**config.mk**
```make
export PLATFORM = sky130hd
export DESIGN_NAME = crp_gen
export DESIGN_NICKNAME = d
export VERILOG_FILES = /design/src/logic/crp_pkg.sv /design/src/logic/crp_gen.sv
export SDC_FILE = /design/constraint.sdc
export NUM_CORES = 1
export LEC_CHECK = 0
export BUFFER_PORTS_ARGS = -buffer_cell sky130_fd_sc_hd__buf_2
export CAP_MARGIN = 5
export CORE_MARGIN = 3
export CORE_UTILIZATION = 50
export CTS_CLUSTER_DIAMETER = 30
export DETAILED_ROUTE_END_ITERATION = 12
export PLACE_DENSITY = 0.88
export SYNTH_ARGS = -nofsm -noshare
export SYNTH_HDL_FRONTEND = slang
export SYNTH_HIERARCHICAL = 1
export SYNTH_SLANG_ARGS = --single-unit
export TNS_END_PERCENT = 100
```
**constraint.sdc**
```tcl
create_clock -name CORE_CLK -period 10.14 [get_ports CORE_CLK]
set_clock_uncertainty 0.15 [all_clocks]
set_input_delay 2.028 -clock CORE_CLK [delete_from_list [all_inputs] [get_ports CORE_CLK]]
set_output_delay 2.028 -clock CORE_CLK [all_outputs]
set_load 0.03 [all_outputs]
```
**src/logic/crp_pkg.sv**
```systemverilog
package crp_pkg;
  // page codes of the three calibration result pages
  localparam logic [7:0]  CRP_PG_SLOT   = 8'h80;
  localparam logic [7:0]  CRP_PG_SENS   = 8'h81;
  localparam logic [7:0]  CRP_PG_EJECT  = 8'h82;
  // page length field values; the header adds four bytes
  localparam logic [15:0] CRP_LEN_SLOT  = 16'h0018;
  localparam logic [15:0] CRP_LEN_TRIP  = 16'h000C;
  localparam logic [15:0] CRP_HDR_BYTES = 16'h0004;
  // header byte positions
  localparam logic [15:0] CRP_IDX_CODE  = 16'h0000;
  localparam logic [15:0] CRP_IDX_RSVD  = 16'h0001;
  localparam logic [15:0] CRP_IDX_LENHI = 16'h0002;
  localparam logic [15:0] CRP_IDX_LENLO = 16'h0003;
  // first byte of the first, third and fourth four-byte fields, msb first
  localparam logic [15:0] CRP_IDX_F1    = 16'h0004;
  localparam logic [15:0] CRP_IDX_F3    = 16'h000C;
  localparam logic [15:0] CRP_IDX_F4    = 16'h0010;
  // fifo shape
  localparam int          CRP_BYTE_W    = 8;
  localparam int          CRP_FIFO_DEP  = 16;

  // one bound / bound / calibrated triple
  typedef struct packed {
    logic [31:0] upper;
    logic [31:0] lower;
    logic [31:0] calib;
  } crp_trip_t;

  // drive-slot results: vertical then horizontal
  typedef struct packed {
    crp_trip_t vert;
    crp_trip_t horiz;
  } crp_slot_t;

  // request from the command decoder
  typedef struct packed {
    logic [7:0]  page;
    logic [15:0] alloc;
  } crp_req_t;

  typedef enum {CRP_IDLE, CRP_SEND, CRP_DRAIN} crp_state_t;
endpackage

```
**src/logic/crp_gen.sv**
```systemverilog
// Summary of operation
// - slot page: code 80h, byte 1 reserved
// - slot page length field is 24
// - reserved handler or slot: reservation conflict instead
// - slot vertical bounds and position, bytes 4-15
// - slot horizontal bounds and position, bytes 16-27
// - sensor page: code 81h, sixteen bytes
// - sensor page length field is 12
// - sensor bounds and position, bytes 4-15
// - eject page: code 82h, sixteen bytes
// - eject page length 12, bounds and position
// - stop at lesser of allocation, page size

////////////////////////////////////////////////////////////////////////
// byte fifo between page builder and data-in output stage
module crp_fifo #(
  parameter int W     = 8,
  parameter int DEPTH = 16
) (
  input  wire logic         clk,
  input  wire logic         rst,
  input  wire logic         in_valid,
  output logic              in_ready,
  input  wire logic [W-1:0] in_data,
  output logic              out_valid,
  input  wire logic         out_ready,
  output logic [W-1:0]      out_data
);
  localparam int AW = $clog2(DEPTH);

  // elaboration check: the wrap-bit full test needs a power-of-two depth
  if (DEPTH < 2 || (1 << AW) != DEPTH) $error("crp_fifo depth must be a power of two");

  logic [W-1:0] mem [DEPTH];
  logic [AW:0]  wr_reg;
  logic [AW:0]  wr_next;
  logic [AW:0]  rd_reg;
  logic [AW:0]  rd_next;
  logic         push;
  logic         pop;

  // full when pointers differ only in the wrap bit
  always_comb begin
    in_ready  = (wr_reg[AW] == rd_reg[AW]) || (wr_reg[AW-1:0] != rd_reg[AW-1:0]);
    out_valid = wr_reg != rd_reg;
    out_data  = mem[rd_reg[AW-1:0]];
    push      = in_valid && in_ready;
    pop       = out_valid && out_ready;
    wr_next   = push ? wr_reg + 1'b1 : wr_reg;
    rd_next   = pop ? rd_reg + 1'b1 : rd_reg;
  end

  always_ff @(posedge clk or posedge rst) begin
    if (rst) begin
      wr_reg <= '0;
      rd_reg <= '0;
    end else begin
      wr_reg <= wr_next;
      rd_reg <= rd_next;
    end
  end

  // storage carries no reset; pointers guard it
  always_ff @(posedge clk) begin
    if (push) begin
      mem[wr_reg[AW-1:0]] <= in_data;
    end
  end
endmodule

////////////////////////////////////////////////////////////////////////
// calibration result page builder
module crp_gen
  import crp_pkg::*;
#(
  parameter int FIFO_DEPTH = CRP_FIFO_DEP
) (
  // clock and reset
  input  wire logic            CORE_CLK,
  input  wire logic            RST,
  // request from the command decoder
  input  wire logic            START,
  input  wire crp_req_t        REQ,
  input  wire logic            HANDLER_RESERVED,
  input  wire logic            SLOT_RESERVED,
  // calibration results
  input  wire crp_slot_t       CAL_SLOT,
  input  wire crp_trip_t       CAL_SENS,
  input  wire crp_trip_t       CAL_EJECT,
  // data-in byte stream
  output logic [7:0]           XFER_DATA,
  output logic                 XFER_VALID,
  input  wire logic            XFER_READY,
  // completion
  output logic                 BUSY,
  output logic                 DONE,
  output logic                 CONFLICT,
  output logic                 BAD_PAGE
);
  // elaboration check on the buffer depth
  if (FIFO_DEPTH < 2) $error("crp_gen fifo depth too small");

  // byte of a page at a given position; fields msb first
  function automatic logic [7:0] page_byte(logic [7:0] pg, logic [15:0] idx, crp_slot_t v);
    logic [31:0] w;
    logic [15:0] len;
    logic [7:0]  b;
    len = (pg == CRP_PG_SLOT) ? CRP_LEN_SLOT : CRP_LEN_TRIP;
    unique case (idx[4:2])
      3'h1:    w = v.vert.upper;
      3'h2:    w = v.vert.lower;
      3'h3:    w = v.vert.calib;
      3'h4:    w = v.horiz.upper;
      3'h5:    w = v.horiz.lower;
      3'h6:    w = v.horiz.calib;
      default: w = 32'h0000_0000;
    endcase
    unique case (idx[1:0])
      2'h0:    b = w[31:24];
      2'h1:    b = w[23:16];
      2'h2:    b = w[15:8];
      default: b = w[7:0];
    endcase
    if (idx == CRP_IDX_CODE) begin
      b = pg;
    end else if (idx == CRP_IDX_RSVD) begin
      b = 8'h00;
    end else if (idx == CRP_IDX_LENHI) begin
      b = len[15:8];
    end else if (idx == CRP_IDX_LENLO) begin
      b = len[7:0];
    end
    return b;
  endfunction

  crp_state_t  state_reg;
  crp_state_t  state_next;
  logic [15:0] idx_reg;
  logic [15:0] idx_next;
  logic [15:0] total_reg;
  logic [15:0] total_next;
  logic [7:0]  page_reg;
  logic [7:0]  page_next;
  crp_slot_t   vals_reg;
  crp_slot_t   vals_next;
  logic        done_next;
  logic        conf_next;
  logic        bad_next;
  logic        busy_next;
  logic        done_reg;
  logic        conf_reg;
  logic        bad_reg;
  logic        busy_reg;
  logic        fifo_in_ready;
  logic        fifo_out_valid;
  logic [7:0]  fifo_out_data;
  logic        fifo_pop;
  logic        push;
  logic [7:0]  push_data;
  logic        dv_reg;
  logic        dv_next;
  logic [7:0]  dd_reg;
  logic [7:0]  dd_next;
  logic [15:0] page_size;
  logic        known;

  ////////////////////////////////////////////////////////////////////
  // page sequencer; inputs come from same-clock logic, no sync
  always_comb begin
    known      = REQ.page == CRP_PG_SLOT || REQ.page == CRP_PG_SENS ||
                 REQ.page == CRP_PG_EJECT;
    page_size  = CRP_HDR_BYTES +
                 ((REQ.page == CRP_PG_SLOT) ? CRP_LEN_SLOT : CRP_LEN_TRIP);
    push       = state_reg == CRP_SEND && fifo_in_ready;
    push_data  = page_byte(page_reg, idx_reg, vals_reg);
    state_next = state_reg;
    idx_next   = idx_reg;
    total_next = total_reg;
    page_next  = page_reg;
    vals_next  = vals_reg;
    done_next  = 1'b0;
    conf_next  = 1'b0;
    bad_next   = 1'b0;
    unique case (state_reg)
      CRP_IDLE: begin
        if (START) begin
          if (!known) begin
            bad_next = 1'b1;
          end else if (REQ.page == CRP_PG_SLOT && (HANDLER_RESERVED || SLOT_RESERVED)) begin
            conf_next = 1'b1;
          end else if (REQ.alloc == 16'h0000) begin
            done_next = 1'b1;  // nothing allowed, finish with no data
          end else begin
            state_next = CRP_SEND;
            idx_next   = 16'h0000;
            page_next  = REQ.page;
            total_next = (REQ.alloc < page_size) ? REQ.alloc : page_size;
            // snapshot so a late recalibration cannot tear a page
            if (REQ.page == CRP_PG_SLOT) begin
              vals_next = CAL_SLOT;
            end else begin
              vals_next.vert  = (REQ.page == CRP_PG_SENS) ? CAL_SENS : CAL_EJECT;
              vals_next.horiz = '0;
            end
          end
        end
      end
      CRP_SEND: begin
        if (push) begin
          idx_next = idx_reg + 16'h0001;
          if (idx_next == total_reg) begin
            state_next = CRP_DRAIN;
          end
        end
      end
      CRP_DRAIN: begin
        // done only once the last byte has left the output stage
        if (!fifo_out_valid && (!dv_reg || XFER_READY)) begin
          state_next = CRP_IDLE;
          done_next  = 1'b1;
        end
      end
    endcase
    busy_next = state_next != CRP_IDLE;
  end

  always_ff @(posedge CORE_CLK or posedge RST) begin
    if (RST) begin
      state_reg <= CRP_IDLE;
      idx_reg   <= '0;
      total_reg <= '0;
      page_reg  <= '0;
      vals_reg  <= '0;
      done_reg  <= 1'b0;
      conf_reg  <= 1'b0;
      bad_reg   <= 1'b0;
      busy_reg  <= 1'b0;
    end else begin
      state_reg <= state_next;
      idx_reg   <= idx_next;
      total_reg <= total_next;
      page_reg  <= page_next;
      vals_reg  <= vals_next;
      done_reg  <= done_next;
      conf_reg  <= conf_next;
      bad_reg   <= bad_next;
      busy_reg  <= busy_next;
    end
  end

  ////////////////////////////////////////////////////////////////////
  // byte fifo; a stalled initiator stalls the sequencer through in_ready
  crp_fifo #(
    .W     (CRP_BYTE_W),
    .DEPTH (FIFO_DEPTH)
  ) u_fifo (
    .clk       (CORE_CLK),
    .rst       (RST),
    .in_valid  (push),
    .in_ready  (fifo_in_ready),
    .in_data   (push_data),
    .out_valid (fifo_out_valid),
    .out_ready (fifo_pop),
    .out_data  (fifo_out_data)
  );

  // output stage keeps the stream outputs on flip-flops
  always_comb begin
    fifo_pop = !dv_reg || XFER_READY;
    dv_next  = fifo_pop ? fifo_out_valid : dv_reg;
    dd_next  = (fifo_pop && fifo_out_valid) ? fifo_out_data : dd_reg;
  end

  always_ff @(posedge CORE_CLK or posedge RST) begin
    if (RST) begin
      dv_reg <= 1'b0;
      dd_reg <= 8'h00;
    end else begin
      dv_reg <= dv_next;
      dd_reg <= dd_next;
    end
  end

  assign XFER_DATA  = dd_reg;
  assign XFER_VALID = dv_reg;
  assign BUSY       = busy_reg;
  assign DONE       = done_reg;
  assign CONFLICT   = conf_reg;
  assign BAD_PAGE   = bad_reg;
endmodule

```
==> results_dict.tcl <==
set metrics [dict create \
    fin_cells 2862 \
    dr.pass1.iters 7 \
    cp_slowest_cell "nor3_1" \
    synthAdderAreaFrac 0.00653 \
    tns_ns 0 \
    cts_root_buf "clkbuf_16" \
    period_minus_slack_ns 5.12 \
    drtAntennaViolNets 0 \
    yosysWarnings 6 \
    power.leakage_nw 12.6 \
    max-clock-path-buffers 3 \
    initial_core_util 0.512 \
    grt_pass1_wl_um 101000 \
    synth_nets 2321 \
    synthToLayoutAreaGrowth_pct 23.5 \
    synthXorXnorAreaFrac 0.0129 \
    vias_per_cell 6.15 \
    first_global_vias 17914 \
    stdcell_area_sq_um 26000 \
    synth_ff_type "dfrtp_1" \
    drive_above_1_share 0.309 \
    antenna_found_initial 2 \
    synth_area_sq_um 21100 \
    synth_edf_count 128 \
    post_cts_resized 0 \
    portBuffers 426 \
    numCtsBuffers 80 \
    rows 74 \
    synth_top_family_by_area "compound AO/OA/AOI/OAI gates" \
    avgSynthCellArea_sq_um 11.1 \
    slew_headroom 0.105 \
    endpoint_kind "flip-flop" \
    wl_um 67000 \
    htreeDepth 3 \
    post-route-drc-count 0 \
    routedWlPerCell_um 23.4 \
    grtUsageTotal 0.296 \
    clk_latency_ns 0.62 \
    grt_start_max_net_pins 160 \
    synth_compound_area_frac 0.182 \
    rsz0062_at_grt "false" \
    p_per_area_nw_per_um2 224 \
    die_area_sq_um 44700 \
    crit_chain "buf_4 -> xnor2_1 -> nand4_2 -> nor2_1 -> inv_1 -> nand2_1 -> nor2_1 -> nand3_1 -> clkinv_1 -> nand2_1 -> nor3_1" \
    finalCritPeriodShare 0.505 \
    finalHoldViolations 0 \
    placed_area_sq_um 23200 \
    gp_congestion 0.915 \
    max_cap_violations 0 \
    crit_required_ns 10.19 \
    critPathMaxFanout 36 \
    cts.sinks 415 \
    ctsHoldBuffers 0 \
    detailed_place_hpwl_um 45300 \
    startpoint_type "flip-flop" \
    crit_type "reg -> reg" \
    whs_ns 0.321 \
    synth.distinct_cells 83 \
    dpl.cell_count 2715 \
    core_area_sq_um 41200 \
    die_h_um 211 \
    cts.clk_slew.worst_paths_ns 0.05 \
    fin_util 0.632 \
    ios 427 \
    synthCells 1896 \
    drt_iter0_markers 2076 \
    synth-simple-area-share 0.124 \
    slew_violations 0 \
    finalNetCount 2692 \
    cp_slowest_stage_delay_ns 1.10 \
    hp-class "reg -> reg" \
    die_width_um 211 \
    vias 17608 \
    tightest_slew_ns 1.33 \
    netlist.area_leader.share 0.341 \
    postSynth.asyncResetShare 0.692 \
    synth.area.mux_share 0.111 \
    status "completed" \
    clock.fmax_mhz 195 \
    largest_reg_flops 192 \
    cts_tree "built" \
    cp.arrival_ns 5.17 \
    synth_seq_area_share 0.523 \
    synth_area_leaders "dfrtp_1 (34%), edfxtp_1 (18%), mux2i_1 (5.8%)" \
    ys_ff_latch 415 \
    grt-ovfl-total 0 \
    finalSetupViolCount 0 \
    yosysTopAreaCell "dfrtp_1" \
    ir_drop_uv 154 \
    postCtsSetupBuffers 0 \
]
synth_stat cells (5+ instances only):
| master | n |
|---|---|
| nor2_1 | 148 |
| a31oi_1 | 10 |
| xor2_1 | 9 |
| xnor2_1 | 22 |
| a32oi_1 | 9 |
| a22oi_1 | 32 |
| nand3_1 | 13 |
| nand2b_1 | 5 |
| a221o_1 | 5 |
| buf_2 | 53 |
| clkbuf_1 | 76 |
| nor2b_1 | 18 |
| and3_1 | 36 |
| buf_6 | 12 |
| a221oi_1 | 15 |
| edfxtp_1 | 128 |
| inv_1 | 16 |
| dfrtp_1 | 287 |
| ha_1 | 11 |
| mux2_2 | 31 |
| and2_1 | 23 |
| nor3_1 | 6 |
| a211oi_1 | 34 |
| nand4_1 | 7 |
| and4_1 | 6 |
| a21oi_1 | 27 |
| buf_1 | 8 |
| nand2_1 | 258 |
| o211ai_1 | 7 |
| nor4_1 | 17 |
| a211oi_2 | 66 |
| mux2i_1 | 123 |
| o21ai_0 | 157 |
| mux4_1 | 11 |
| mux4_2 | 21 |
| a21o_1 | 99 |
| a22o_1 | 5 |
| o31ai_1 | 5 |
layout make-up:
type / instances / area [sq um]
Clock inverter: 46 / 602
Inverter: 18 / 82.6
Fill cell: 2986 / 15200
Sequential cell: 415 / 11000
Tap cell: 532 / 666
Timing Repair Buffer: 446 / 2280
Multi-Input combinational cell: 1306 / 9210
Clock buffer: 98 / 2170
Antenna cell: 1 / 2.50
final timing paths:
path	startpoint	to	cells past startpoint	slack, ns
max reg2reg	u_fifo/rd_reg[1]	u_fifo/mem[12][6]	11	5.02
min in group asynchronous	RST	u_fifo/rd_reg[3]	2	1.33
min reg2reg	vals_reg[185]	vals_reg[185]	1	0.32
min	vals_reg[185]	vals_reg[185]	1	0.32
max in group asynchronous	RST	vals_reg[123]	3	6.93
max	u_fifo/rd_reg[1]	u_fifo/mem[12][6]	11	5.02
worst max-delay path, delay by kind of cell (launching register included):
| family | cells | cell delay, ns |
|---|---|---|
| simple gates | 7 | 2.73 |
| buf+inv | 3 | 1.34 |
| xor+xnor | 1 | 0.18 |
| flops | 1 | 0.31 |
power breakdown:
| part | internal, mW | total [mW] | switching [mW] |
|---|---|---|---|
| clock | 1.75 | 2.69 | 0.941 |
| combinational | 0.432 | 1.12 | 0.687 |
| sequential | 1.90 | 2.02 | 0.124 |
routing by layer:
layer | up-vias | track usage | part of all wire
li1 | 7743 | - | -
met1 | 8541 | 0.338 | 0.35
met2 | 1057 | 0.511 | 0.50
met3 | 267 | 0.0582 | 0.077
met4 | 0 | 0.189 | 0.075
met5 | - | 0 | 0
cell usage in the layout, fill, tap and decap left out, types with 6 or more instances in the layout:
master / instances
clkbuf_1: 8
and2_1: 23
clkinv_2: 10
and4_1: 6
a32oi_1: 9
mux2_2: 31
inv_6: 8
xnor2_1: 22
clkinvlp_4: 8
a22oi_1: 32
o21ai_0: 153
a31oi_1: 10
ha_1: 11
buf_2: 427
mux4_1: 11
nor2_1: 148
xor2_1: 9
a21o_1: 99
a211oi_2: 66
o211ai_1: 7
and3_1: 36
a21oi_1: 27
buf_4: 19
nand3_1: 13
inv_1: 15
mux2i_1: 123
dfrtp_1: 284
clkbuf_16: 80
nor2b_1: 16
clkbuf_8: 10
a221oi_1: 15
nor3_1: 6
nor4_1: 17
a211oi_1: 34
edfxtp_1: 128
mux4_2: 21
nand4_1: 7
nand2_1: 258
bufinv_16: 8
cell families (layout without fill, tap and decap cells):
group	count (synthesis)	in the layout
other	0	1
DFF	415	415
muxes	186	186
AOI/OAI and AO/OA	514	514
adders and majority gates	11	11
xor gates and xnor gates	31	31
buffers and inverters	175	608
and+or+nand+nor	564	564
metrics by stage:
stage,power (mW),setup slack (ns)
global placement,3.06,4.69
CTS,5.81,5.13
global route,6.02,4.68
detailed placement,3.11,4.59
finish,5.83,5.02
floorplan,2.76,0.325
Note: power is estimated with default switching activity, not from simulation.
